==> config.mk <==
export PLATFORM = sky130hd
export DESIGN_NAME = marx_core
export DESIGN_NICKNAME = d
export VERILOG_FILES = /design/src/logic/marx_ar_update.v /design/src/logic/marx_core.v
export VERILOG_INCLUDE_DIRS = /design/src /design/src/common
export SDC_FILE = /design/constraint.sdc
export NUM_CORES = 1
export LEC_CHECK = 0
export BUFFER_PORTS_ARGS = -buffer_cell sky130_fd_sc_hd__buf_2
export CORE_ASPECT_RATIO = 0.5
export CORE_UTILIZATION = 25
export CTS_BUF_LIST = sky130_fd_sc_hd__clkbuf_8
export CTS_CLUSTER_SIZE = 40
export DETAILED_ROUTE_END_ITERATION = 6
export SETUP_SLACK_MARGIN = 0.2
export SLEW_MARGIN = 20
export SYNTH_ARGS = -nofsm -noshare
export SYNTH_HDL_FRONTEND = slang
export SYNTH_SLANG_ARGS = --single-unit
export TNS_END_PERCENT = 20
==> constraint.sdc <==
create_clock -name aclk -period 4.2 [get_ports aclk]
set_clock_uncertainty 0.05 [all_clocks]
set_input_delay 0.42 -clock aclk [delete_from_list [all_inputs] [get_ports aclk]]
set_output_delay 0.42 -clock aclk [all_outputs]
set_load 0.005 [all_outputs]
==> src/common/marx_defs.vh <==
// ==========================================================================
// ==========================================================================
`ifndef MARX_DEFS_VH
`define MARX_DEFS_VH

// ==========================================================================
// Register byte offsets
`define MARX_OFS_INSTR    8'h00
`define MARX_OFS_CTRL     8'h04
`define MARX_OFS_STATUS   8'h08
`define MARX_OFS_LDST     8'h0C
`define MARX_OFS_AR_BASE  8'h10
`define MARX_OFS_AR_LAST  8'h2C
`define MARX_OFS_CMP      8'h30
`define MARX_OFS_INDEX    8'h34
`define MARX_OFS_PC       8'h38

// ==========================================================================
// Instruction fields
`define MARX_OPCODE       8'h8B
`define MARX_OP_HI        15
`define MARX_OP_LO        8
`define MARX_IND_BIT      7
`define MARX_MODE_HI      6
`define MARX_MODE_LO      4
`define MARX_NEWPTR_BIT   3
`define MARX_NAR_HI       2
`define MARX_NAR_LO       0

// Indirect update modes
`define MARX_MODE_NONE    3'h0
`define MARX_MODE_DEC     3'h1
`define MARX_MODE_INC     3'h2
`define MARX_MODE_RSVD    3'h3
`define MARX_MODE_BRDEC   3'h4
`define MARX_MODE_IDXDEC  3'h5
`define MARX_MODE_IDXINC  3'h6
`define MARX_MODE_BRINC   3'h7

// ==========================================================================
// Control and status fields
`define MARX_CTRL_COMPAT  0
`define MARX_CTRL_EXT     1
`define MARX_CTRL_WS_HI   7
`define MARX_CTRL_WS_LO   4
`define MARX_CTRL_RPT_HI  15
`define MARX_CTRL_RPT_LO  8
`define MARX_ST_BUSY      0
`define MARX_ST_BADOP     1
`define MARX_ST_REFUSED   2
`define MARX_ST_PTR_LO    4
`define MARX_ST_BUF_LO    8

// ==========================================================================
// Reset values
`define MARX_RST_WORD     16'h0000
`define MARX_RST_PTR      3'h0
`define MARX_RST_COMPAT   1'b1
`define MARX_RST_WS       4'h0
`define MARX_RST_RPT      8'h00

// ==========================================================================
// Bus answers
`define MARX_RESP_OKAY    2'b00
`define MARX_RESP_SLVERR  2'b10

`endif

==> src/logic/marx_ar_update.v <==
`timescale 1ns/100ps
// ==========================================================================
// Auxiliary register arithmetic for one indirect specifier
module marx_ar_update (
  // Operands
  input  wire [15:0] ar_cur,
  input  wire [15:0] index_val,
  input  wire [2:0]  mode,
  // Result
  output reg  [15:0] ar_new,
  output reg         ar_mod
);
`include "marx_defs.vh"

  // Bit reversal, used on both sides of the reverse-carry adder
  function [15:0] bitrev16;
    input [15:0] v;
    integer i;
    begin
      for (i = 0; i < 16; i = i + 1) begin
        bitrev16[i] = v[15 - i];
      end
    end
  endfunction

  // ==========================================================================
  // Update selection; reserved mode leaves the register alone
  always @* begin
    ar_new = ar_cur;
    ar_mod = 1'b1;
    case (mode)
      `MARX_MODE_DEC:    ar_new = ar_cur - 16'h0001;
      `MARX_MODE_INC:    ar_new = ar_cur + 16'h0001;
      `MARX_MODE_IDXDEC: ar_new = ar_cur - index_val;
      `MARX_MODE_IDXINC: ar_new = ar_cur + index_val;
      `MARX_MODE_BRINC:  ar_new = bitrev16(bitrev16(ar_cur) + bitrev16(index_val));
      `MARX_MODE_BRDEC:  ar_new = bitrev16(bitrev16(ar_cur) - bitrev16(index_val));
      default:           ar_mod = 1'b0;
    endcase
  end

endmodule // marx_ar_update

==> src/logic/marx_core.v <==
`timescale 1ns/100ps
// ==========================================================================
// Modify-auxiliary-register execute unit behind an AXI4-Lite slave
module marx_core (
  // Clock and reset
  input  wire        aclk,
  input  wire        aresetn,
  // Write address channel
  input  wire [31:0] s_axi_awaddr,
  input  wire [2:0]  s_axi_awprot,
  input  wire        s_axi_awvalid,
  output wire        s_axi_awready,
  // Write data channel
  input  wire [31:0] s_axi_wdata,
  input  wire [3:0]  s_axi_wstrb,
  input  wire        s_axi_wvalid,
  output wire        s_axi_wready,
  // Write response channel
  output wire [1:0]  s_axi_bresp,
  output wire        s_axi_bvalid,
  input  wire        s_axi_bready,
  // Read address channel
  input  wire [31:0] s_axi_araddr,
  input  wire [2:0]  s_axi_arprot,
  input  wire        s_axi_arvalid,
  output wire        s_axi_arready,
  // Read data channel
  output wire [31:0] s_axi_rdata,
  output wire [1:0]  s_axi_rresp,
  output wire        s_axi_rvalid,
  input  wire        s_axi_rready,
  // Execution state
  output wire        exec_busy,
  output wire [2:0]  aux_register_pointer
);
`include "marx_defs.vh"

  localparam [1:0] ST_IDLE = 2'd0;
  localparam [1:0] ST_WAIT = 2'd1;
  localparam [1:0] ST_EXEC = 2'd2;

  // ==========================================================================
  // Storage
  reg  [15:0] ar_r [0:7];
  reg  [15:0] aux_compare_register_r;
  reg  [15:0] index_register_r;
  reg  [15:0] pc_r;
  reg  [2:0]  ptr_r;
  reg  [2:0]  aux_pointer_buffer_r;
  reg  [15:0] instr_r;
  reg         index_compat_bit_r;
  reg         ext_fetch_r;
  reg  [3:0]  wait_states_r;
  reg  [7:0]  repeat_cnt_r;
  reg         bad_op_r;
  reg         refused_r;
  reg  [1:0]  state_r;
  reg  [3:0]  ws_left_r;
  reg  [7:0]  rep_left_r;
  reg         go_r;
  reg         exec_busy_r;
  // Bus side
  reg         awready_r;
  reg         wready_r;
  reg         aw_full_r;
  reg         w_full_r;
  reg  [31:0] awaddr_r;
  reg  [31:0] wdata_r;
  reg  [3:0]  wstrb_r;
  reg         bvalid_r;
  reg  [1:0]  bresp_r;
  reg         arready_r;
  reg         rvalid_r;
  reg  [31:0] rdata_r;
  reg  [1:0]  rresp_r;
  integer     k;

  // ==========================================================================
  // Byte-lane merge, shared by the auxiliary, instruction, compare and index registers
  function [15:0] lane_merge;
    input [15:0] old_v;
    input [15:0] new_v;
    input [1:0]  strb;
    integer b;
    begin
      for (b = 0; b < 2; b = b + 1) begin
        lane_merge[b*8 +: 8] = strb[b] ? new_v[b*8 +: 8] : old_v[b*8 +: 8];
      end
    end
  endfunction

  // Word index of an auxiliary register from its byte offset
  function [2:0] ar_idx;
    input [7:0] ofs;
    reg   [7:0] rel;
    begin
      rel    = ofs - `MARX_OFS_AR_BASE;
      ar_idx = rel[4:2];
    end
  endfunction

  // Register decode used for both read and write paths
  function mapped;
    input [31:0] addr;
    begin
      mapped = (addr[31:8] == 24'h00_0000) && (addr[1:0] == 2'b00) &&
               (addr[7:0] <= `MARX_OFS_PC);
    end
  endfunction

  // ==========================================================================
  // Instruction fields
  wire        op_match   = (instr_r[`MARX_OP_HI:`MARX_OP_LO] == `MARX_OPCODE);
  wire        indirect   = instr_r[`MARX_IND_BIT];
  wire [2:0]  ind_mode   = instr_r[`MARX_MODE_HI:`MARX_MODE_LO];
  wire        new_ptr    = instr_r[`MARX_NEWPTR_BIT];
  wire [2:0]  nar        = instr_r[`MARX_NAR_HI:`MARX_NAR_LO];
  wire [15:0] ar_cur     = ar_r[ptr_r];
  wire [15:0] ar_new;
  wire        ar_mod;
  wire        wr_go      = aw_full_r && w_full_r && !bvalid_r;
  wire [7:0]  wofs       = awaddr_r[7:0];
  wire [7:0]  rep_n      = (repeat_cnt_r == 8'h00) ? 8'h01 : repeat_cnt_r;
  wire        use_ws     = ext_fetch_r && (wait_states_r != 4'h0);

  // Arithmetic on the current register
  marx_ar_update u_upd (
    .ar_cur    (ar_cur),
    .index_val (index_register_r),
    .mode      (ind_mode),
    .ar_new    (ar_new),
    .ar_mod    (ar_mod)
  );

  // ==========================================================================
  // Write address and data capture, either order
  always @(posedge aclk) begin
    if (!aresetn) begin
      awready_r <= 1'b1;
      wready_r  <= 1'b1;
      aw_full_r <= 1'b0;
      w_full_r  <= 1'b0;
      awaddr_r  <= 32'h0000_0000;
      wdata_r   <= 32'h0000_0000;
      wstrb_r   <= 4'h0;
      bvalid_r  <= 1'b0;
      bresp_r   <= `MARX_RESP_OKAY;
    end else begin
      if (s_axi_awvalid && awready_r) begin
        awaddr_r  <= s_axi_awaddr;
        aw_full_r <= 1'b1;
        awready_r <= 1'b0;
      end
      if (s_axi_wvalid && wready_r) begin
        wdata_r  <= s_axi_wdata;
        wstrb_r  <= s_axi_wstrb;
        w_full_r <= 1'b1;
        wready_r <= 1'b0;
      end
      // Readies stay low until the response is taken: one write at a time
      if (wr_go) begin
        bvalid_r  <= 1'b1;
        bresp_r   <= mapped(awaddr_r) ? `MARX_RESP_OKAY : `MARX_RESP_SLVERR;
        aw_full_r <= 1'b0;
        w_full_r  <= 1'b0;
      end else if (bvalid_r && s_axi_bready) begin
        bvalid_r  <= 1'b0;
        awready_r <= 1'b1;
        wready_r  <= 1'b1;
      end
    end
  end

  // ==========================================================================
  // Read channel; answer one cycle after the address is taken
  always @(posedge aclk) begin
    if (!aresetn) begin
      arready_r <= 1'b1;
      rvalid_r  <= 1'b0;
      rdata_r   <= 32'h0000_0000;
      rresp_r   <= `MARX_RESP_OKAY;
    end else if (s_axi_arvalid && arready_r) begin
      arready_r <= 1'b0;
      rvalid_r  <= 1'b1;
      rresp_r   <= mapped(s_axi_araddr) ? `MARX_RESP_OKAY : `MARX_RESP_SLVERR;
      rdata_r   <= 32'h0000_0000;
      if (mapped(s_axi_araddr)) begin
        if (s_axi_araddr[7:0] >= `MARX_OFS_AR_BASE && s_axi_araddr[7:0] <= `MARX_OFS_AR_LAST) begin
          rdata_r <= {16'h0000, ar_r[ar_idx(s_axi_araddr[7:0])]};
        end else begin
          case (s_axi_araddr[7:0])
            `MARX_OFS_INSTR:  rdata_r <= {16'h0000, instr_r};
            `MARX_OFS_CTRL:   rdata_r <= {16'h0000, repeat_cnt_r, wait_states_r, 2'b00,
                                          ext_fetch_r, index_compat_bit_r};
            `MARX_OFS_STATUS: rdata_r <= {21'h00_0000, aux_pointer_buffer_r, 1'b0, ptr_r,
                                          1'b0, refused_r, bad_op_r, go_r || (state_r != ST_IDLE)};
            `MARX_OFS_LDST:   rdata_r <= {29'h000_0000, ptr_r};
            `MARX_OFS_CMP:    rdata_r <= {16'h0000, aux_compare_register_r};
            `MARX_OFS_INDEX:  rdata_r <= {16'h0000, index_register_r};
            `MARX_OFS_PC:     rdata_r <= {16'h0000, pc_r};
            default:          rdata_r <= 32'h0000_0000;
          endcase
        end
      end
    end else if (rvalid_r && s_axi_rready) begin
      rvalid_r  <= 1'b0;
      arready_r <= 1'b1;
    end
  end

  // ==========================================================================
  // Architectural state: bus writes first, execution overrides in same cycle
  always @(posedge aclk) begin
    if (!aresetn) begin
      for (k = 0; k < 8; k = k + 1) begin
        ar_r[k] <= `MARX_RST_WORD;
      end
      aux_compare_register_r <= `MARX_RST_WORD;
      index_register_r       <= `MARX_RST_WORD;
      pc_r                   <= `MARX_RST_WORD;
      ptr_r                  <= `MARX_RST_PTR;
      aux_pointer_buffer_r   <= `MARX_RST_PTR;
      instr_r                <= `MARX_RST_WORD;
      index_compat_bit_r     <= `MARX_RST_COMPAT;
      ext_fetch_r            <= 1'b0;
      wait_states_r          <= `MARX_RST_WS;
      repeat_cnt_r           <= `MARX_RST_RPT;
      bad_op_r               <= 1'b0;
      refused_r              <= 1'b0;
      go_r                   <= 1'b0;
      state_r                <= ST_IDLE;
      ws_left_r              <= 4'h0;
      rep_left_r             <= 8'h00;
      exec_busy_r            <= 1'b0;
    end else begin
      if (wr_go && mapped(awaddr_r)) begin
        if (wofs >= `MARX_OFS_AR_BASE && wofs <= `MARX_OFS_AR_LAST) begin
          ar_r[ar_idx(wofs)] <= lane_merge(ar_r[ar_idx(wofs)], wdata_r[15:0], wstrb_r[1:0]);
        end
        case (wofs)
          `MARX_OFS_INSTR: begin
            // A new word while one is running is dropped and flagged
            if (go_r || state_r != ST_IDLE) begin
              refused_r <= 1'b1;
            end else begin
              instr_r   <= lane_merge(instr_r, wdata_r[15:0], wstrb_r[1:0]);
              go_r      <= 1'b1;
              refused_r <= 1'b0;
            end
          end
          `MARX_OFS_CTRL: begin
            if (wstrb_r[0]) begin
              index_compat_bit_r <= wdata_r[`MARX_CTRL_COMPAT];
              ext_fetch_r        <= wdata_r[`MARX_CTRL_EXT];
              wait_states_r      <= wdata_r[`MARX_CTRL_WS_HI:`MARX_CTRL_WS_LO];
            end
            if (wstrb_r[1]) begin
              repeat_cnt_r <= wdata_r[`MARX_CTRL_RPT_HI:`MARX_CTRL_RPT_LO];
            end
          end
          `MARX_OFS_LDST: begin
            if (wstrb_r[0]) begin
              ptr_r <= wdata_r[2:0];
            end
          end
          `MARX_OFS_CMP:   aux_compare_register_r <= lane_merge(aux_compare_register_r,
                                                                wdata_r[15:0], wstrb_r[1:0]);
          `MARX_OFS_INDEX: index_register_r <= lane_merge(index_register_r,
                                                          wdata_r[15:0], wstrb_r[1:0]);
          default: ;
        endcase
      end
      // Instruction sequencer
      case (state_r)
        ST_IDLE: begin
          if (go_r) begin
            go_r <= 1'b0;
            if (op_match) begin
              bad_op_r   <= 1'b0;
              pc_r       <= pc_r + 16'h0001;
              ws_left_r  <= wait_states_r;
              rep_left_r <= rep_n;
              // Wait states are paid once, even under repeat
              state_r    <= use_ws ? ST_WAIT : ST_EXEC;
              exec_busy_r <= 1'b1;
            end else begin
              bad_op_r <= 1'b1;
            end
          end
        end
        ST_WAIT: begin
          ws_left_r <= ws_left_r - 4'h1;
          if (ws_left_r == 4'h1) begin
            state_r <= ST_EXEC;
          end
        end
        ST_EXEC: begin
          // Direct form changes nothing; memory is never touched
          if (indirect) begin
            if (ar_mod) begin
              ar_r[ptr_r] <= ar_new;
              if (ptr_r == 3'h0 && !index_compat_bit_r) begin
                aux_compare_register_r <= ar_new;
                index_register_r       <= ar_new;
              end
            end
            if (new_ptr) begin
              aux_pointer_buffer_r <= ptr_r;
              ptr_r                <= nar;
            end
          end
          rep_left_r <= rep_left_r - 8'h01;
          if (rep_left_r == 8'h01) begin
            state_r     <= ST_IDLE;
            exec_busy_r <= 1'b0;
          end
        end
        default: begin
          state_r     <= ST_IDLE;
          exec_busy_r <= 1'b0;
        end
      endcase
    end
  end

  // ==========================================================================
  // Outputs, all from flops
  assign s_axi_awready        = awready_r;
  assign s_axi_wready         = wready_r;
  assign s_axi_bvalid         = bvalid_r;
  assign s_axi_bresp          = bresp_r;
  assign s_axi_arready        = arready_r;
  assign s_axi_rvalid         = rvalid_r;
  assign s_axi_rdata          = rdata_r;
  assign s_axi_rresp          = rresp_r;
  assign exec_busy            = exec_busy_r;
  assign aux_register_pointer = ptr_r;

endmodule // marx_core
# Word-level counts from Yosys, hierarchy flattened
# Memory sizes are Yosys's and may differ from the RTL's. A register that Yosys moved wholly into a read port is not among the register bits.
# Cells that the tools add are included.
[totals]
out_inout_bits = 45
regBits = 195
ramBits = 128
input_bits = 113
mem_count = 1
[classes]
n_reduce_logical = 52
n_bitwise = 3
magnitude_cmp = 6
n_eq_ne = 27
add_sub_neg = 11
muxes = 84
[mem_list]
columns = ["memory", "depth", "word_bits", "rd", "rd_clocked_by_memory_dff", "wr", "line", "text"]
rows = [
  ["ar_r", 8, 16, 2, 1, 8, "marx_core.v:44", "reg [15:0] ar_r [0:7];"],
]
[op_table]
columns = ["cell", "n"]
rows = [
  ["16-bit 2-to-1 mux", 16],
  ["16-bit case mux with 7 select lines", 1],
  ["16-bit case mux with 6 select lines", 1],
  ["8-bit 2-to-1 mux", 9],
  ["24-bit zero test", 2],
  ["8-bit by 6-bit == test with 1-bit output (second input constant)", 5],
  ["1-bit 2-to-1 mux", 34],
  ["16-bit by 1-bit adder with 16-bit output (second input constant)", 2],
  ["16-bit adder", 2],
  ["8-bit by 6-bit less-or-equal comparator with 1-bit output (second input constant)", 4],
  ["16-bit OR reduction", 2],
  ["16-bit subtractor", 2],
  ["3-bit 2-to-1 mux", 9],
  ["8-bit by 4-bit == test with 1-bit output (second input constant)", 3],
  ["8-bit zero test", 3],
  ["3-bit AND reduction", 6],
  ["8-bit by 3-bit == test with 1-bit output (second input constant)", 2],
  ["8-bit by 5-bit >= comparator with 1-bit output (second input constant)", 2],
  ["1-bit logical AND", 16],
  ["2-bit 2-to-1 mux", 8],
  ["8-bit case mux with 2 select lines", 1],
  ["4-bit AND reduction", 4],
  ["16-bit by 1-bit subtractor with 16-bit output (second input constant)", 1],
  ["3-bit == test (second input constant)", 4],
  ["26 further kinds", 44],
]

# Longest topological paths before layout
# Gate-level depths: netlist of run 1.
[depth]
depth_word = 10
ltp_mapped = 18

# Cells and area by module
# Synthesis of run 1 repeated with hierarchy kept, for this count alone.
[unflattened]
cells_unflattened = 2257
area_unflattened_um2 = 19658.9
[by_module_without_submodules]
columns = ["module", "area_each_um2", "n_inst", "cells_per_inst"]
rows = [
  ["marx_core", 16457.0, 1, 1783],
  ["marx_ar_update", 3201.8, 1, 474],
]

# Worst setup path before layout of run 1
# Ideal clock, no wire load.
[synth_timing]
kind = "register to register"
startpoint = "register ptr_r[1] (netlist: aux_register_pointer[1])"
endpoint = "memory ar_r[1][0] (data pin)"
t_arrival_ns = 4.010
t_required_ns = 3.894
path_stages_with_launch = 17
period_less_slack_ns = 4.316
n_path_buf = 6
path_slack_ns = -0.116
path_cell_list = "dfxtp_1 > buf_2 > buf_2 > buf_2 > buf_2 > mux4_2 > mux2_2 > ha_1 > clkbuf_1 > a221o_1 > a21oi_2 > a31oi_1 > nor3_1 > nor2_1 > or4b_1 > buf_2 > a22o_1"
[synth_rtl]
columns = ["item", "line", "text"]
rows = [
  ["start: declaration", "marx_core.v:48", "reg [2:0] ptr_r;"],
  ["start signal: assignment", "marx_core.v:221", "ptr_r <= `MARX_RST_PTR;"],
  ["start signal: assignment", "marx_core.v:263", "ptr_r <= wdata_r[2:0];"],
  ["start signal: assignment", "marx_core.v:309", "ptr_r <= nar;"],
  ["end: declaration", "marx_core.v:44", ""],
]

==> qor.csv, run 1 <==
stage;metric;value;unit
synthesis;Post-Syn Instances;2082;
job;max-cap check violation count;0;
clocking;Clock H-tree levels;2;
grt;first-pass GRT wire length;106300;µm
detailed_routing;DR WL met3;6566;µm
timing;Tightest Pin Transition;1192;ps
detailed_routing;DRC;0;
clocking;Clock Tree Root;clkbuf_8;
power;PD cells;268.7;mW/mm²
worst_setup_path;Slowest Stage Delay on Critical Path;430;ps
floorplan;Rows;71;
final_layout;Final Util;32.48;%
floorplan;Die ar.;0.07711;mm²
clocking;clk_lat worst skew;640;ps
grt;gr usage total;17.89;%
clocking;CTS tree;built;
detailed_routing;first-pass iteration count of the detailed router;7;
grt;initial antenna violation count;3;
detailed_routing;met2 WL;32650;µm
floorplan;core box area;0.07515;mm²
synthesis;Avg Synthesized Cell Area;9.118;µm²
clocking;CTS Buf Count;52;
timing;final count of hold timing violations;0;
synthesis;cell area after synthesis;0.01898;mm²
detailed_routing;DR WL/cell;20.95;µm
floorplan;Die H;196.9;µm
synthesis;number of synthesized register bits;305;
grt;GR Overflow Total;0;
detailed_routing;max layer used;met5;
detailed_routing;via count;18430;
grt;vias in the first global route;17460;
clocking;Clock Sinks;305;
min_path;min-delay worst type;in2reg;
timing;worst slew margin relative to its limit;20.20;%
floorplan;initial core utilization;25.26;%
timing;Final period util;97.79;%
detailed_routing;Detailed Route WL;72100;µm
detailed_routing;M1 wire length;29550;µm
synthesis;sequential area share after synthesis;38.91;%
floorplan;Die X;391.7;µm
worst_setup_path;critical path startpoint category;flop;
synthesis;Post-synth EDFFs;128;
final_layout;synth-to-layout area growth;28.58;%
worst_setup_path;Critical Path AT;4450;ps
synthesis;asr flop ratio synth;0;%
final_layout;final net count;2544;
final_layout;Design Area, Final;0.02441;mm²
timing;# setup viols final;0;
placed_design;placed instance area;0.02169;mm²
final_layout;Antenna Cells;0;
detailed_routing;Vias per Instance;5.356;
timing;RSZ-0062 raised after global routing;true;
timing;FMAX;0.2435;GHz
worst_setup_path;crit path cell chain;buf_8, mux2_2, a221oi_2, o22ai_2, buf_4, ha_1, and3_1, nor4bb_2, buf_4, nor4_2, buf_4, o2111a_1, a311oi_2, xnor2_2, o21ai_4, a22o_1;
placed_design;IO buf count;115;
placed_design;dpl hpwl;51500;µm
worst_setup_path;cell mode on critical path;buf_4;
synthesis;Synthesis Warnings;0;
power;LEAKAGE;9.160;nW
floorplan;io pins;158;
timing;Slew Viols, Final;0;
worst_setup_path;slowest CP cell;dfxtp_4;
power;Peak VDD IR;0.0002185;V
status;status;finished clean;
grt;largest net degree at the start of global routing;88;
clocking;CTS Buffer Depth;3;
worst_setup_path;Req. time, crit path;4540;ps
final_layout;share of post-route cells with drive strength above 1;25.96;%
placed_design;gp weighted congestion;0.9458;
worst_setup_path;Worst Path Max Fanout;9;
timing;minimum clock period;4107;ps
detailed_routing;drt initial violations;2010;
worst_setup_path;endpoint class of the critical path;flop;
clocking;Clk pin slew, worst setup/hold paths;60;ps
synthesis;Top FF cell, synth;dfxtp_1;
worst_setup_path;Setup CP Type;reg2reg;
detailed_routing;antenna-violating nets left;0;
synthesis;post-synthesis cell type count;92;
[cell usage after synthesis (20+ instances only)]
| cell | instances | area share, % |
|---|---|---|
| buf_2 | 23 | 0.61 |
| o21ai_0 | 105 | 2.8 |
| nor3_1 | 35 | 0.92 |
| ha_1 | 51 | 3.4 |
| mux2i_1 | 80 | 4.2 |
| dfxtp_1 | 177 | 19 |
| nor4_1 | 21 | 0.69 |
| a221oi_1 | 20 | 0.92 |
| clkbuf_1 | 103 | 2.0 |
| edfxtp_1 | 128 | 20 |
| a211oi_1 | 33 | 1.3 |
| xnor2_1 | 29 | 1.3 |
| buf_4 | 20 | 0.79 |
| a21oi_1 | 183 | 4.8 |
| mux2_2 | 20 | 1.2 |
| nand2b_1 | 24 | 0.79 |
| inv_1 | 55 | 1.1 |
| a22o_1 | 93 | 4.3 |
| a22oi_1 | 33 | 1.3 |
| nand3_1 | 51 | 1.3 |
| nand2_1 | 277 | 5.5 |
| o211ai_1 | 34 | 1.3 |
| nor2_1 | 156 | 3.1 |
| mux4_2 | 47 | 5.6 |
[placed cells by master (no fill, tap or decap), types with 16 or more instances in the layout]
| master | n |
|---|---|
| dfxtp_1 | 174 |
| nand3_1 | 51 |
| mux2i_1 | 78 |
| nor2_1 | 152 |
| ha_1 | 33 |
| dlygate4sd3_1 | 55 |
| o21ai_0 | 89 |
| o211ai_1 | 34 |
| xnor2_1 | 27 |
| a22o_1 | 93 |
| inv_1 | 71 |
| o21a_1 | 17 |
| edfxtp_1 | 128 |
| nor3_2 | 19 |
| mux4_2 | 47 |
| nor3_1 | 29 |
| nand2b_1 | 21 |
| a211oi_1 | 29 |
| buf_4 | 180 |
| clkbuf_8 | 60 |
| a22oi_1 | 33 |
| conb_1 | 18 |
| nand2_1 | 274 |
| nor4_1 | 16 |
| buf_6 | 18 |
| buf_2 | 115 |
| a21oi_1 | 170 |
[state kept, by name, indices dropped and copies added, names as in the netlist, 2 cells and up]
signal                  cells
aux_pointer_buffer_r        3
instr_r                    16
ws_left_r                   4
aux_compare_register_r     16
s_axi_rdata                16
state_r                     2
repeat_cnt_r                8
ar_r                      128
awaddr_r                   32
rep_left_r                  8
aux_register_pointer        3
pc_r                       16
index_register_r           16
wstrb_r                     2
wait_states_r               4
wdata_r                    16
[per-stage QoR]
| step | setup WS (ps) | power (mW) | cells | setup TNS, ps | hold WS, ps |
|---|---|---|---|---|---|
| CTS | 131.9 | 6.533 | 3435 | 0 | 27.70 |
| finish | 92.69 | 6.559 | 3441 | 0 | 52.66 |
| global route | -40.45 | 6.761 | 3441 | -143.8 | 38.44 |
| global placement | -126.0 | 3.908 | 3261 | -1929 | 393.9 |
| detailed placement | -201.2 | 3.917 | 3261 | -3530 | 393.7 |
| floorplan | 179.3 | 3.645 | 2099 | 0 | 386.0 |
[cells by family after synthesis]
group | count (synthesis) | share of synthesized area [%]
simple gates | 683 | 17.00
buf+inv | 218 | 4.897
xor+xnor | 45 | 2.116
fa+ha+maj | 54 | 3.678
flops | 305 | 38.91
mux | 147 | 10.98
other cells | 1 | 0.01975
compound gates | 629 | 22.40
[what timing repair did]
item / 4_1_cts / 5_1_grt
resized for setup: 92 / 90
cloned: 4 / 0
hold buffers: 55 / 0
hold endpoints to repair: 53 / 0
setup endpoints to repair: 146 / 159
pin swaps: 29 / 77
buffers inserted: 19 / 5
[per-layer routing]
| metal | vias up | GRT usage (%) |
|---|---|---|
| met3 | 197 | 3.498 |
| met2 | 930 | 28.89 |
| met5 | - | 0 |
| met4 | 2 | 7.682 |
| met1 | 8955 | 23.26 |
| li1 | 8345 | - |
[report_power, final]
| part | internal (mW) | switching (mW) | total, mW |
|---|---|---|---|
| clock | 1.30 | 1.28 | 2.58 |
| combinational | 0.305 | 0.408 | 0.713 |
| sequential | 3.16 | 0.107 | 3.27 |
| total | 4.77 | 1.79 | 6.56 |
[critical path: cells and delay by family, from the launching register on]
| kind | cells | cell delay, ps |
|---|---|---|
| muxes | 1 | 350 |
| xor gates and xnor gates | 1 | 240 |
| and+or+nand+nor | 3 | 450 |
| DFF | 1 | 430 |
| buffers and inverters | 4 | 640 |
| AOI/OAI and AO/OA | 6 | 1390 |
| adders and majority gates | 1 | 290 |
[path summary, 6_finish.rpt]
path,start,to,slack [ps],cells after the start
max,aux_register_pointer[2]$_SDFF_PN0_,ar_r[7][15]$_DFFE_PP_,90,16
min,s_axi_wstrb[0],wstrb_r[0]$_SDFFE_PN0P_,50,3
max reg2reg,aux_register_pointer[2]$_SDFF_PN0_,ar_r[7][15]$_DFFE_PP_,90,16
min reg2reg,s_axi_rdata[8]$_SDFFE_PN0P_,s_axi_rdata[8]$_SDFFE_PN0P_,400,2
[layout make-up]
cell class                 instances  area [µm²]
multi-input combinational       1577       11520
clock buffer                      60       825.8
fill                            7751       50740
sequential                       305        7398
tap                             1022        1279
inverter                          56       216.5
timing repair buffer             385        3020
clock inverter                    36       153.9
Power figures use the tool's default switching activity.
==> inputs of run 2 (changes only) <==
--- a/config.mk
+++ b/config.mk
@@ -12,6 +12,7 @@
 export CTS_BUF_LIST = sky130_fd_sc_hd__clkbuf_8
 export CTS_CLUSTER_SIZE = 40
 export DETAILED_ROUTE_END_ITERATION = 6
+export PLACE_DENSITY_LB_ADDON = 0.3
 export SETUP_SLACK_MARGIN = 0.2
 export SLEW_MARGIN = 20
 export SYNTH_ARGS = -nofsm -noshare
==> qor.csv, run 2 (synthesized netlist as in run 1, its figures left out) <==
stage;metric;value;unit;change
timing;minimum clock period;4156;ps;+48.22 ps
timing;Final period util;98.94;%;+1.1 points
final_layout;synth-to-layout area growth;33.82;%;
timing;Slew Viols, Final;0;;unchanged
grt;gr usage total;19.33;%;+1.4 points
power;PD cells;265.9;mW/mm²;-1.0%
clocking;clk_lat worst skew;670;ps;+30 ps
floorplan;Die H;196.9;µm;unchanged
timing;FMAX;0.2406;GHz;-1.2%
grt;GR Overflow Total;0;;unchanged
grt;vias in the first global route;17540;;+0.49%
final_layout;largest register by flop count;ar_r;;
final_layout;share of post-route cells with drive strength above 1;30.10;%;+4.1 points
detailed_routing;Vias per Instance;5.293;;-1.2%
placed_design;gp weighted congestion;0.9399;;-0.62%
final_layout;fillcell total;7759;;+0.10%
timing;Tightest Pin Transition;1089;ps;-103.1 ps
status;status;finished clean;;
final_layout;most common cell after layout, fill and taps aside;nand2_1;;
timing;worst hold slack;136.3;ps;+83.69 ps
floorplan;io pins;158;;unchanged
final_layout;max reg flops;128;;unchanged
detailed_routing;DRC;0;;unchanged
floorplan;Die ar.;0.07711;mm²;unchanged
placed_design;Inst Count DP;3322;;+1.9%
power;LEAKAGE;9.662;nW;+5.5%
min_path;min-delay worst type;in2reg;;
worst_setup_path;slowest CP cell;or4b_4;;
final_layout;final net count;2621;;+3.0%
detailed_routing;Detailed Route WL;77240;µm;+7.1%
final_layout;most frequent cells in the layout;nand2_1, buf_4, dfxtp_1;;
worst_setup_path;Setup CP Type;reg2reg;;
clocking;Clock Sinks;305;;unchanged
final_layout;Cell Count, Final, Fillers Out;3520;;+2.3%
detailed_routing;antenna-violating nets left;0;;unchanged
timing;# setup viols final;0;;unchanged
worst_setup_path;cell mode on critical path;buf_8;;
worst_setup_path;crit path cell chain;buf_12, buf_8, mux4_2, mux2_4, ha_4, a21oi_4, o31ai_4, nor3_2, a21oi_2, a311oi_2, mux2i_1, or4b_4, buf_8, buf_6, a22o_1;;
worst_setup_path;Worst Path Max Fanout;8;;-1
clocking;Clock H-tree levels;2;;unchanged
final_layout;largest registers;ar_r: 128 flops, awaddr_r: 32 flops;;
detailed_routing;DR WL/cell;21.94;µm;+4.7%
floorplan;Rows;71;;unchanged
detailed_routing;drt initial violations;1817;;-9.6%
worst_setup_path;endpoint class of the critical path;flop;;
final_layout;Sequential cell area;0.007400;mm²;about the same
power;Peak VDD IR;0.0002029;V;-7.1%
worst_setup_path;Worst R2R Setup Slack;40;ps;-50 ps
timing;RSZ-0062 raised after global routing;true;;
clocking;CTS Buffer Depth;3;;unchanged
worst_setup_path;Req. time, crit path;4570;ps;+30 ps
timing;final count of hold timing violations;0;;unchanged
floorplan;initial core utilization;25.26;%;unchanged
grt;largest net degree at the start of global routing;147;;+67%
detailed_routing;via count;18630;;+1.1%
floorplan;Die X;391.7;µm;unchanged
clocking;Clk pin slew, worst setup/hold paths;70;ps;about the same
worst_setup_path;critical path startpoint category;flop;;
timing;worst slew margin relative to its limit;26.86;%;+6.7 points
grt;first-pass GRT wire length;113200;µm;+6.4%
grt;initial antenna violation count;1;;-2
worst_setup_path;Critical Path AT;4520;ps;+70 ps
final_layout;multi-input gate area in the final layout;0.01183;mm²;+2.7%
clocking;Clock Tree Root;clkbuf_8;;
placed_design;dpl hpwl;56460;µm;+9.6%
placed_design;IO buf count;115;;unchanged
detailed_routing;first-pass iteration count of the detailed router;5;;-2
clocking;CTS Buf Count;53;;+1.9%
final_layout;Antenna Cells;0;;unchanged
floorplan;core box area;0.07515;mm²;unchanged
job;max-cap check violation count;0;;unchanged
worst_setup_path;Slowest Stage Delay on Critical Path;520;ps;+90 ps
clocking;CTS tree;built;;
## run 2: cell count changes in the layout (fill, tap and decap cells not counted), sizes merged
cell,previous run,this run
clkinvlp,1,3
inv,75,77
buf,328,405
clkinv,16,15
clkbuf,61,60
dlygate4sd3,55,56
bufinv,0,1
bufbuf,1,0
o21ai,111,110
## run 2: layer usage
layer	routed length [µm]	track usage (%)	vias up
met3	6264	3.439	150
met2	34310	29.92	776
met4	2739	6.973	0
met5	0	0	-
met1	33930	26.84	9211
li1	-	-	8495
## run 2: path summary, 6_finish.rpt
| kind | from | end | cells past startpoint |
|---|---|---|---|
| worst max-delay path | aux_register_pointer[0]$_SDFF_PN0_ | ar_r[3][0]$_DFFE_PP_ | 15 |
| worst min register to register | s_axi_rdata[8]$_SDFFE_PN0P_ | s_axi_rdata[8]$_SDFFE_PN0P_ | 2 |
| worst max register to register | aux_register_pointer[0]$_SDFF_PN0_ | ar_r[3][0]$_DFFE_PP_ | 15 |
| worst min-delay path | s_axi_arvalid | s_axi_arready$_SDFFE_PN1P_ | 3 |
## run 2: layout make-up
class | count | share of cell area [%]
Multi-Input combinational cell | 1576 | 46.57
Sequential cell | 305 | 29.13
Tap cell | 1022 | 5.033
Clock buffer | 59 | 3.196
Clock inverter | 40 | 0.8471
Timing Repair Buffer | 462 | 14.37
Inverter | 56 | 0.8520
## run 2: through the flow
stage | setup TNS [ps] | setup slack [ps] | power, mW | instance area (µm²) | utilization (%)
4_1_cts | 0 | 107.6 | 6.727 | 24440 | 32.51
2_1_floorplan | 0 | 179.3 | 3.645 | 19090 | -
6_report | 0 | 44.47 | 6.755 | 25400 | 33.80
3_5_place_dp | -27790 | -517.7 | 3.965 | 22180 | 29.52
3_3_place_gp | -24220 | -481.3 | 3.959 | 22180 | 29.52
5_1_grt | -23.46 | -14.06 | 6.965 | 25400 | 33.80
## run 2: critical path: cells and delay by family (launching register included)
kind	cells	cell delay, ps
AO/OA/AOI/OAI	5	900
flip-flops	1	450
AND/OR/NAND/NOR	2	770
multiplexers	3	950
buffers and inverters	4	530
adder cells (fa/ha/maj)	1	260
## run 2: power breakdown
part	switching, mW	total (mW)	internal (mW)
Combinational	0.432	0.772	0.340
Sequential	0.110	3.27	3.16
Clock	1.35	2.72	1.36
## run 2: repair_timing
action,in CTS,in global routing
setup buffers,20,20
endpoints found under the setup margin,160,154
hold buffers,56,0
hold endpoints to repair,54,0
gates resized for setup,106,172
cloned,1,1
pin swaps,27,108
